<file path="src/rtl/o3cr_pkg.sv">
package o3cr_pkg;
	localparam logic [7:0] O3CR_DRV_CTRL_ADDR = 8'h2b;
	localparam logic [7:0] O3CR_SE_CTRL_ADDR = 8'h2c;
	localparam logic [7:0] O3CR_DRV_CTRL_RESET = 8'h14;
	localparam logic [7:0] O3CR_SE_CTRL_RESET = 8'h00;
	localparam logic [7:0] O3CR_DRV_CTRL_WMASK = 8'hfe;
	localparam logic [7:0] O3CR_SE_CTRL_WMASK = 8'hfc;

	typedef enum logic [1:0] {
		O3CR_POL_FORCE_HIGH = 2'b00,
		O3CR_POL_PASS = 2'b01,
		O3CR_POL_INVERT = 2'b10,
		O3CR_POL_FORCE_LOW = 2'b11
	} o3cr_pol_type;

	typedef enum logic [2:0] {
		O3CR_STD_LVDS_HALF = 3'b000,
		O3CR_STD_LVDS_3Q = 3'b001,
		O3CR_STD_LVDS_FULL = 3'b010,
		O3CR_STD_LVDS_125 = 3'b011,
		O3CR_STD_HSTL = 3'b100,
		O3CR_STD_HSTL_BOOST = 3'b101,
		O3CR_STD_HIZ_A = 3'b110,
		O3CR_STD_HIZ_B = 3'b111
	} o3cr_std_type;

	typedef struct packed {
		logic divider_three_powerdown;
		logic divider_three_sync_exclude;
		o3cr_pol_type diff_driver_polarity;
		o3cr_std_type diff_driver_standard;
		logic reserved0;
	} o3cr_drv_type;

	typedef struct packed {
		logic true_side_cmos_enable;
		o3cr_pol_type true_side_cmos_polarity;
		logic comp_side_cmos_enable;
		o3cr_pol_type comp_side_cmos_polarity;
		logic [1:0] reserved10;
	} o3cr_se_type;

	typedef struct packed {
		logic lvds_active;
		logic hstl_active;
		logic hiz_cmos;
		logic [1:0] current_level;
		logic hstl_boost;
	} o3cr_std_dec_type;
endpackage : o3cr_pkg

</file>
<file path="src/rtl/o3cr_polarity.sv">
`timescale 1ns/1ps
module o3cr_polarity
	import o3cr_pkg::*;
(
	input wire logic clk_div,
	input wire o3cr_pol_type pol,
	output logic pin_level
);
	always_comb begin
		unique case (pol)
			O3CR_POL_FORCE_HIGH: pin_level = 1'b1;
			O3CR_POL_PASS: pin_level = clk_div;
			O3CR_POL_INVERT: pin_level = ~clk_div;
			O3CR_POL_FORCE_LOW: pin_level = 1'b0;
		endcase
	end
endmodule : o3cr_polarity

</file>
<file path="src/rtl/o3cr_output3_control_regs.sv">
`timescale 1ns/1ps
// Contract
// - With the sync-exclude bit set, an output synchronization leaves the divider untouched.
// - The sync-exclude bit resets to 0 so the divider joins every synchronization.
// - Differential polarity 00 forces high, 01 passes, 10 inverts, 11 forces low.
// - Standard codes 000-011 are LVDS levels, 100 HSTL, 101 boosted HSTL, 110/111 high-Z/CMOS.
// - The true-side CMOS driver is on when its enable is set and resets off.
// - True-side CMOS polarity uses the same four codes and resets to force high.
// - The complement-side CMOS driver is on when its enable is set and resets off.
// - Complement-side CMOS polarity uses the same four codes and resets to force high.
module o3cr_output3_control_regs
	import o3cr_pkg::*;
(
	input wire logic clk,
	input wire logic srst,
	input wire logic reg_wr,
	input wire logic [7:0] reg_addr,
	input wire logic [7:0] reg_wdata,
	output logic [7:0] reg_rdata,
	input wire logic output_sync_req,
	input wire logic divided_clock,
	output logic divider_three_run,
	output logic divider_three_sync,
	output logic diff_driver_level,
	output logic diff_driver_hiz,
	output o3cr_std_dec_type diff_driver_mode,
	output logic third_output_true_pin,
	output logic third_output_true_pin_oe,
	output logic third_output_complement_pin,
	output logic third_output_complement_pin_oe
);
	o3cr_drv_type drv_reg;
	o3cr_drv_type drv_next;
	o3cr_se_type se_reg;
	o3cr_se_type se_next;
	logic [7:0] rdata_next;
	logic sync_reg;
	logic sync_next;
	localparam int unsigned DRV_DIFF = 0;
	localparam int unsigned DRV_TRUE = 1;
	localparam int unsigned DRV_COMP = 2;
	localparam int unsigned DRV_COUNT = 3;
	o3cr_pol_type pol_sel [DRV_COUNT];
	logic [DRV_COUNT-1:0] pol_lvl;
	o3cr_std_dec_type mode_next;
	logic run_next;
	logic lvl_next;
	logic hiz_next;
	logic tp_next;
	logic tp_oe_next;
	logic cp_next;
	logic cp_oe_next;

	function automatic o3cr_std_dec_type decode_std(input o3cr_std_type code);
		o3cr_std_dec_type d;
		d = '0;
		unique case (code)
			O3CR_STD_LVDS_HALF, O3CR_STD_LVDS_3Q, O3CR_STD_LVDS_FULL, O3CR_STD_LVDS_125: begin
				d.lvds_active = 1'b1;
				d.current_level = code[1:0];
			end
			O3CR_STD_HSTL: d.hstl_active = 1'b1;
			O3CR_STD_HSTL_BOOST: begin
				d.hstl_active = 1'b1;
				d.hstl_boost = 1'b1;
			end
			O3CR_STD_HIZ_A, O3CR_STD_HIZ_B: d.hiz_cmos = 1'b1;
		endcase
		return d;
	endfunction : decode_std

	always_comb begin
		drv_next = drv_reg;
		se_next = se_reg;
		if (reg_wr && reg_addr == O3CR_DRV_CTRL_ADDR) begin
			drv_next = o3cr_drv_type'(reg_wdata & O3CR_DRV_CTRL_WMASK);
		end
		if (reg_wr && reg_addr == O3CR_SE_CTRL_ADDR) begin
			se_next = o3cr_se_type'(reg_wdata & O3CR_SE_CTRL_WMASK);
		end
		unique case (reg_addr)
			O3CR_DRV_CTRL_ADDR: rdata_next = drv_reg;
			O3CR_SE_CTRL_ADDR: rdata_next = se_reg;
			default: rdata_next = 8'h00;
		endcase
		sync_next = output_sync_req && !drv_reg.divider_three_sync_exclude;
	end

	always_comb begin
		pol_sel[DRV_DIFF] = drv_reg.diff_driver_polarity;
		pol_sel[DRV_TRUE] = se_reg.true_side_cmos_polarity;
		pol_sel[DRV_COMP] = se_reg.comp_side_cmos_polarity;
	end

	always_comb begin
		mode_next = decode_std(drv_reg.diff_driver_standard);
		hiz_next = mode_next.hiz_cmos;
		run_next = !drv_reg.divider_three_powerdown;
		lvl_next = pol_lvl[DRV_DIFF];
		tp_next = pol_lvl[DRV_TRUE];
		tp_oe_next = se_reg.true_side_cmos_enable;
		cp_next = pol_lvl[DRV_COMP];
		cp_oe_next = se_reg.comp_side_cmos_enable;
	end

	always_ff @(posedge clk) begin
		if (srst) begin
			drv_reg <= o3cr_drv_type'(O3CR_DRV_CTRL_RESET);
			se_reg <= o3cr_se_type'(O3CR_SE_CTRL_RESET);
			reg_rdata <= 8'h00;
			sync_reg <= 1'b0;
			divider_three_run <= 1'b0;
			diff_driver_level <= 1'b0;
			diff_driver_hiz <= 1'b0;
			diff_driver_mode <= '0;
			third_output_true_pin <= 1'b0;
			third_output_true_pin_oe <= 1'b0;
			third_output_complement_pin <= 1'b0;
			third_output_complement_pin_oe <= 1'b0;
		end else begin
			drv_reg <= drv_next;
			se_reg <= se_next;
			reg_rdata <= rdata_next;
			sync_reg <= sync_next;
			divider_three_run <= run_next;
			diff_driver_level <= lvl_next;
			diff_driver_hiz <= hiz_next;
			diff_driver_mode <= mode_next;
			third_output_true_pin <= tp_next;
			third_output_true_pin_oe <= tp_oe_next;
			third_output_complement_pin <= cp_next;
			third_output_complement_pin_oe <= cp_oe_next;
		end
	end

	assign divider_three_sync = sync_reg;

	for (genvar i = 0; i < DRV_COUNT; i++) begin : g_pol
		o3cr_polarity o3cr_polarity_inst (
			.clk_div(divided_clock),
			.pol(pol_sel[i]),
			.pin_level(pol_lvl[i])
		);
	end

	a_sync_excluded: assert property (@(posedge clk) disable iff (srst)
		drv_reg.divider_three_sync_exclude |=> !divider_three_sync)
		else $error("excluded divider was synchronized");
	a_sync_passes: assert property (@(posedge clk) disable iff (srst)
		(output_sync_req && !drv_reg.divider_three_sync_exclude) |=> divider_three_sync)
		else $error("sync request not forwarded");
	a_mask_reset: assert property (@(posedge clk)
		srst |=> !drv_reg.divider_three_sync_exclude && !divider_three_sync)
		else $error("sync exclude not cleared by reset");
	a_diff_force: assert property (@(posedge clk) disable iff (srst)
		(drv_reg.diff_driver_polarity == O3CR_POL_FORCE_HIGH && $stable(drv_reg))
		|=> diff_driver_level)
		else $error("differential force high failed");
	a_diff_low: assert property (@(posedge clk) disable iff (srst)
		(drv_reg.diff_driver_polarity == O3CR_POL_FORCE_LOW) |=> !diff_driver_level)
		else $error("differential force low failed");
	a_mode_hiz: assert property (@(posedge clk) disable iff (srst)
		(drv_reg.diff_driver_standard[2:1] == 2'b11) |=> diff_driver_hiz && !diff_driver_mode.lvds_active)
		else $error("high-z code not decoded");
	a_true_enable: assert property (@(posedge clk) disable iff (srst)
		##1 third_output_true_pin_oe == $past(se_reg.true_side_cmos_enable))
		else $error("true-side enable mismatch");
	a_true_reset: assert property (@(posedge clk)
		srst |=> se_reg.true_side_cmos_polarity == O3CR_POL_FORCE_HIGH && !se_reg.true_side_cmos_enable)
		else $error("true-side reset values wrong");
	a_comp_enable: assert property (@(posedge clk) disable iff (srst)
		##1 third_output_complement_pin_oe == $past(se_reg.comp_side_cmos_enable))
		else $error("complement enable mismatch");
	a_comp_low: assert property (@(posedge clk) disable iff (srst)
		(se_reg.comp_side_cmos_polarity == O3CR_POL_FORCE_LOW) |=> !third_output_complement_pin)
		else $error("complement force low failed");
	a_powerdown_stop: assert property (@(posedge clk) disable iff (srst)
		drv_reg.divider_three_powerdown |=> !divider_three_run)
		else $error("divider ran while powered down");
	// the sampled srst guard keeps the release edge out, where outputs still hold reset values
	a_diff_pass: assert property (@(posedge clk) disable iff (srst)
		(!srst && drv_reg.diff_driver_polarity == O3CR_POL_PASS)
		|=> diff_driver_level == $past(divided_clock))
		else $error("differential pass-through failed");
	a_diff_invert: assert property (@(posedge clk) disable iff (srst)
		(!srst && drv_reg.diff_driver_polarity == O3CR_POL_INVERT)
		|=> diff_driver_level == !$past(divided_clock))
		else $error("differential inversion failed");
	a_mode_lvds: assert property (@(posedge clk) disable iff (srst)
		(!srst && !drv_reg.diff_driver_standard[2]) |=> diff_driver_mode.lvds_active
		&& diff_driver_mode.current_level == $past(drv_reg.diff_driver_standard[1:0]))
		else $error("lvds code not decoded");
	a_mode_hstl: assert property (@(posedge clk) disable iff (srst)
		(!srst && drv_reg.diff_driver_standard == O3CR_STD_HSTL)
		|=> diff_driver_mode.hstl_active && !diff_driver_mode.hstl_boost && !diff_driver_hiz)
		else $error("hstl code not decoded");
	a_mode_boost: assert property (@(posedge clk) disable iff (srst)
		(!srst && drv_reg.diff_driver_standard == O3CR_STD_HSTL_BOOST)
		|=> diff_driver_mode.hstl_active && diff_driver_mode.hstl_boost)
		else $error("boosted hstl code not decoded");
	a_true_high: assert property (@(posedge clk) disable iff (srst)
		(!srst && se_reg.true_side_cmos_polarity == O3CR_POL_FORCE_HIGH)
		|=> third_output_true_pin)
		else $error("true-side force high failed");
	a_true_low: assert property (@(posedge clk) disable iff (srst)
		(!srst && se_reg.true_side_cmos_polarity == O3CR_POL_FORCE_LOW)
		|=> !third_output_true_pin)
		else $error("true-side force low failed");
	a_true_pass: assert property (@(posedge clk) disable iff (srst)
		(!srst && se_reg.true_side_cmos_polarity == O3CR_POL_PASS)
		|=> third_output_true_pin == $past(divided_clock))
		else $error("true-side pass-through failed");
	a_true_invert: assert property (@(posedge clk) disable iff (srst)
		(!srst && se_reg.true_side_cmos_polarity == O3CR_POL_INVERT)
		|=> third_output_true_pin == !$past(divided_clock))
		else $error("true-side inversion failed");
	a_comp_high: assert property (@(posedge clk) disable iff (srst)
		(!srst && se_reg.comp_side_cmos_polarity == O3CR_POL_FORCE_HIGH)
		|=> third_output_complement_pin)
		else $error("complement force high failed");
	a_comp_pass: assert property (@(posedge clk) disable iff (srst)
		(!srst && se_reg.comp_side_cmos_polarity == O3CR_POL_PASS)
		|=> third_output_complement_pin == $past(divided_clock))
		else $error("complement pass-through failed");
	a_comp_invert: assert property (@(posedge clk) disable iff (srst)
		(!srst && se_reg.comp_side_cmos_polarity == O3CR_POL_INVERT)
		|=> third_output_complement_pin == !$past(divided_clock))
		else $error("complement inversion failed");
	a_powerdown_run: assert property (@(posedge clk) disable iff (srst)
		(!srst && !drv_reg.divider_three_powerdown)
		|=> divider_three_run)
		else $error("divider held stopped after power-down cleared");
	a_comp_reset: assert property (@(posedge clk)
		srst |=> se_reg.comp_side_cmos_polarity == O3CR_POL_FORCE_HIGH
		&& !se_reg.comp_side_cmos_enable)
		else $error("complement reset values wrong");
endmodule : o3cr_output3_control_regs

</file>
<file path="config.mk">
export PLATFORM = sky130hd
export DESIGN_NAME = o3cr_output3_control_regs
export DESIGN_NICKNAME = d
export VERILOG_FILES = /design/src/rtl/o3cr_pkg.sv /design/src/rtl/o3cr_polarity.sv /design/src/rtl/o3cr_output3_control_regs.sv
export SDC_FILE = /design/constraint.sdc
export NUM_CORES = 1
export LEC_CHECK = 0
export ABC_AREA = 1
export ABC_CLOCK_PERIOD_IN_PS = 1000
export BUFFER_PORTS_ARGS = -buffer_cell sky130_fd_sc_hd__buf_4
export CORE_ASPECT_RATIO = 0.8
export CORE_MARGIN = 1
export CORE_UTILIZATION = 44
export DETAILED_ROUTE_END_ITERATION = 10
export PLACE_DENSITY = 0.84
export SETUP_SLACK_MARGIN = 0.15
export SKIP_LAST_GASP = 1
export SLEW_MARGIN = 20
export SYNTH_ARGS = -nofsm -noshare
export SYNTH_HDL_FRONTEND = slang
export SYNTH_SLANG_ARGS = --single-unit
</file>
<file path="constraint.sdc">
create_clock -name clk -period 1 [get_ports clk]
set_clock_uncertainty 0.05 [all_clocks]
set_input_delay 0.15 -clock clk [delete_from_list [all_inputs] [get_ports clk]]
set_output_delay 0.15 -clock clk [all_outputs]
set_load 0.02 [all_outputs]
</file>
==> metrics.md, run 1 <==
| Metric | Value |
|---|---|
| Outcome | finished, final reports clean |
| Antenna Cells | 0 |
| Total Neg Setup Slack | 0 ns |
| Dpl hpwl | 1940 microns |
| Initial detailed-routing violation count | 105 |
| Layout Area Growth over Synthesis | 56.6% |
| Worst-case vdd ir drop | 1120 uV |
| Sequential element share of the synthesized area | 49.6% |
| WP data arrival | 0.74 ns |
| Via density | 4.78 |
| GRT Overall Usage | 21.1% |
| Syn Inst Count | 180 |
| Reg clk slew, reported paths | 0.07 ns |
| Layout cells sized above 1 | 45.6% |
| Max-Cap Viols | 0 |
| Inst Count DP | 256 |
| Top cell type's share of synthesized area | 49.6% |
| Initial antenna violation count | 0 |
| Clk_lat worst skew | 0.28 ns |
| Commonest cells after routing, fill and taps aside | nand2_1, inv_1, nor2_1 |
| Slowest cell on the critical path | dfxtp_2 |
| Max Freq | 1070 MHz |
| Setup CP Type | flip-flop to output port |
| # port buffers | 40 |
| Fill cells | 205 |
| Worst-path maximum fanout | 1 |
| Most common cell after layout, fill and taps aside | nand2_1 |
| Hold Crit Class | input pin to flip-flop |
| Grt total ovfl | 0 |
| CP endpoint kind | output port |
| Routed wire length | 3140 microns |
| Routed Antenna Nets | 0 |
| Final std cells w/o fill | 266 |
| Largest net degree at the start of global routing | 21 |
| Initial Util | 47.4% |
| Hold Buf Count CTS | 0 |
| Die Height | 51.2 microns |
| Syn Nets | 201 |
| Fin Hold WS | 0.0224 ns |
| RSZ-0062 raised after global routing | yes |
| Final hold vios | 0 |
| Leakage | 0.000989 uW |
| Synth area leader | dfxtp_1 |
| Mapped Avg Cell Area | 7.40 sq um |
| Ports | 43 |
| Routed length per instance | 11.8 microns |
| Global-route wire length before repair | 5120 microns |
| Yosys synthesis warning count | 0 |
| Period utilization | 93.7% |
| CP Cell Sequence | buf_6 |
| CTS H-Tree Depth | 2 |
| Startpoint types | flip-flop |
| Synthesized area | 1330 sq um |
| Clock buffer depth | 2 |
| WP data required | 0.80 ns |
| Root Driver | clkbuf_8 |
| Die area | 3250 sq um |
| Synthesized flop and latch total | 33 |
| Total number of vias | 1,271 |
| RD Place Congestion | 0.832 |
| Yosys cell types | 20 |
| CP bufs+invs | 1 |
| FP Rows | 17 |
| Min Clock Period, post-route | 0.937 ns |
| DRC Markers | 0 |
| Nets | 248 |
| Num CTS Buffers | 5 |
| Die W | 63.5 microns |
| Dominant cells by area after synthesis | dfxtp_1, nand2_1, inv_1 |
| Core box area | 2810 sq um |
| Crit-path leading delay family | flip-flops |
| Final slew viol count | 0 |
| Final setup violation count | 0 |
| CTS sink cnt | 33 |
| Core Util, Final | 74.2% |
| PwrDens | 1400 nW/um^2 |
| CTS tree | done |
| Slowest stage delay, CP | 0.34 ns |
| DR pass1 iterations | 4 |
| Vias in the first global route | 1,159 |
worst paths after layout:
path	startpoint	end	slack, ns	cells after the start
worst max register to register	pol_sel[0]	third_output_complement_pin	0.22	3
worst max-delay path	divider_three_run	divider_three_run	0.06	1
worst min-delay path	reg_wdata[1]	drv_reg[1]	0.02	3
worst min register to register	drv_reg[6]	divider_three_sync	0.40	1
per-layer routing:
| metal | global-route usage (%) | wire length (microns) | up-vias | part of all wire, % |
|---|---|---|---|---|
| met2 | 35.5 | 1570 | 44 | 50 |
| met3 | 4.69 | 182 | 5 | 5.8 |
| li1 | - | - | 636 | - |
| met1 | 25.7 | 1350 | 586 | 43 |
| met5 | 0 | 0 | - | 0 |
| met4 | 10.2 | 39 | 0 | 1.2 |
cell families (layout without fill, tap and decap cells):
logic type	count (synthesis)	in the layout	synth area share, %
AND/OR/NAND/NOR	94	95	32.2
buffers and inverters	41	88	13.7
flip-flops	33	33	49.6
AO/OA/AOI/OAI	11	11	4.14
other	1	1	0.282
synthesized netlist by cell type:
cell and number:
nand2_1 40, dfxtp_1 33, inv_1 33, nor2_1 29, nand3_1 12, a21oi_1 6
o21ai_0 5, nor3_1 4, buf_4 3, buf_2 2, buf_6 2, nand2_2 2
nand4_1 2, clkbuf_1 1, conb_1 1, nand3_2 1, nand3_4 1, nor2_2 1
nor2_4 1, nor2_8 1
tightest hold or removal path: stages:
cell    delay (ns)
buf_4         0.08
nor2_1        0.03
nor2_1        0.06
per-stage QoR:
| stage | total power (uW) | area (sq um) | setup slack, ns |
|---|---|---|---|
| global route | 3030 | 2080 | 0.0331 |
| CTS | 2900 | 1980 | 0.0605 |
| detailed placement | 1620 | 1760 | -0.100 |
| global placement | 1620 | 1760 | -0.0860 |
| finish | 2920 | 2080 | 0.0629 |
| floorplan | 1490 | 1410 | 0.0948 |
repair_timing:
item | in CTS | in global routing
pin swaps | 0 | 13
setup endpoints to repair | 21 | 34
cloned | 0 | 2
setup buffers | 0 | 0
resized for setup | 41 | 21
report_power, final:
| part | internal [uW] | switching, uW | total [uW] | leakage [uW] |
|---|---|---|---|---|
| registers | 1330 | 9.01 | 1340 | 0.000276 |
| logic | 132 | 157 | 289 | 0.000655 |
| clock network | 812 | 473 | 1280 | 0.0000585 |
area by class of cell:
cell class	instances	area [sq um]	share of cell area, %
well taps	38	47.5	2.28
repair buffers	47	482	23.1
multi-input cells	107	602	28.9
flip-flops and latches	33	688	33.0
inverters	33	149	7.14
clock buffers	7	86.3	4.14
clock inverters	1	30.0	1.44
Power figures use the tool's default switching activity.
==> run 2, diff against run 1 <==
--- a/config.mk
+++ b/config.mk
@@ -9,7 +9,7 @@
 export ABC_CLOCK_PERIOD_IN_PS = 1000
 export BUFFER_PORTS_ARGS = -buffer_cell sky130_fd_sc_hd__buf_4
 export CORE_ASPECT_RATIO = 0.8
-export CORE_MARGIN = 1
+export CORE_MARGIN = 2
 export CORE_UTILIZATION = 44
 export DETAILED_ROUTE_END_ITERATION = 10
 export PLACE_DENSITY = 0.84
==> metrics.md, run 2 (synthesis gave the netlist of run 1 again) <==
| Metric | Value |
|---|---|
| Outcome | finished, final reports clean |
| Total Neg Setup Slack | 0 ns |
| Commonest cells after routing, fill and taps aside | nand2_1, inv_1, nor2_1 |
| Slowest cell on the critical path | dfxtp_2 |
| Dpl hpwl | 2010 microns |
| Max Freq | 1060 MHz |
| Reg clk slew, reported paths | 0.06 ns |
| Core box area | 2830 sq um |
| Routed Antenna Nets | 0 |
| Num CTS Buffers | 5 |
| Initial detailed-routing violation count | 73 |
| Antenna Cells | 0 |
| DR pass1 iterations | 4 |
| Top Layer Used | met4 |
| CTS tree | done |
| Routed wl met2 | 1490 microns |
| Crit-path leading delay family | flip-flops |
| WP data arrival | 0.74 ns |
| R2R depth | 2 |
| RSZ-0062 raised after global routing | yes |
| Final std cells w/o fill | 267 |
| Routed length per instance | 11.2 microns |
| RD Place Congestion | 0.836 |
| FP Rows | 17 |
| Final setup violation count | 0 |
| CP Cell Sequence | buf_6 |
| Largest net degree at the start of global routing | 13 |
| Slowest stage delay, CP | 0.34 ns |
| # port buffers | 40 |
| Initial Util | 47.1% |
| Wire length on met3 | 174 microns |
| CP bufs+invs | 1 |
| Stages on the worst setup path | 1 |
| Die area | 3480 sq um |
| Grt total ovfl | 0 |
| Post-DP Area | 1760 sq um |
| PwrDens | 1490 nW/um^2 |
| Total number of vias | 1,211 |
| Met1 wire length | 1280 microns |
| Hold Buf Count CTS | 0 |
| Ports | 43 |
| Period utilization | 94.4% |
| Via density | 4.54 |
| Initial antenna violation count | 0 |
| Max-Cap Viols | 0 |
| CTS H-Tree Depth | 2 |
| Vias in the first global route | 1,106 |
| Nets | 249 |
| Die W | 65.5 microns |
| Setup CP Type | flip-flop to output port |
| Post-route cell area | 2080 sq um |
| Hold path cells | 3 |
| Inst Count DP | 257 |
| Final slew viol count | 0 |
| Final hold vios | 0 |
| CTS sink cnt | 33 |
| Routed wire length | 2990 microns |
| Most common cell after layout, fill and taps aside | nand2_1 |
| Die Height | 53.2 microns |
| DRC Markers | 0 |
| Hold Crit Class | input pin to flip-flop |
| Clk_lat worst skew | 0.29 ns |
| Worst-case vdd ir drop | 1150 uV |
| Worst-path maximum fanout | 2 |
| Root Driver | clkbuf_8 |
| CP endpoint kind | output port |
| Clock buffer depth | 2 |
| Layout Area Growth over Synthesis | 55.9% |
| Fin Hold WS | 0.0218 ns |
| Reg2reg setup slack | 0.20 ns |
| Startpoint types | flip-flop |
| GRT Overall Usage | 18.8% |
| Layout cells sized above 1 | 44.5% |
| WP data required | 0.80 ns |
| Leakage | 0.000998 uW |
| Min Clock Period, post-route | 0.944 ns |
| Global-route wire length before repair | 4790 microns |
run 2: cell count changes in the layout (fill, tap and decap cells not counted), moves of 2 or more:
| cell | before | now |
|---|---|---|
| inv_2 | 0 | 2 |
| nand2_1 | 34 | 36 |
| inv_4 | 3 | 1 |
| nand2_2 | 4 | 2 |
| buf_4 | 21 | 23 |
run 2: repair_timing:
| item | in CTS | in global routing |
|---|---|---|
| buffers inserted | 0 | 0 |
| gates cloned | 0 | 2 |
| setup endpoints to repair | 22 | 29 |
| pin swaps | 0 | 6 |
| endpoints found under the hold margin | 0 | 0 |
| resized for setup | 42 | 12 |
run 2: cell type report:
cell class,count,area [sq um]
multi-input combinational,107,587
clock buffer,5,68.8
fill,201,753
inverter,33,144
sequential,33,687
timing repair buffer,48,477
clock inverter,3,65.1
tap,38,47.5
run 2: routing by layer:
metal | up-vias | GRT usage, %
met5 | - | 0
li1 | 631 | -
met2 | 41 | 31.6
met4 | 0 | 10.8
met3 | 5 | 5.96
met1 | 534 | 21.2
run 2: where the power goes:
group / total [uW] / internal [uW] / switching [uW]
clock network: 1470 / 989 / 476
registers: 1340 / 1330 / 7.77
logic: 279 / 127 / 152
total: 3090 / 2450 / 636
run 2: final timing paths:
kind                       startpoint                 end
setup / recovery  diff_driver_mode[3]     diff_driver_hiz
hold / removal           reg_wdata[1]          drv_reg[1]
setup reg to reg           drv_reg[2]        reg_rdata[2]
hold reg to reg            drv_reg[6]  divider_three_sync
run 2: through the flow:
| step | util [%] | power (uW) | setup WS, ns |
|---|---|---|---|
| 2_1_floorplan | - | 1490 | 0.0948 |
| 3_3_place_gp | 62.1 | 1610 | -0.0695 |
| 3_5_place_dp | 62.1 | 1620 | -0.0720 |
| 4_1_cts | 70.5 | 3100 | 0.0466 |
| 5_1_grt | 73.4 | 3190 | 0.0207 |
| 6_report | 73.4 | 3090 | 0.0560 |
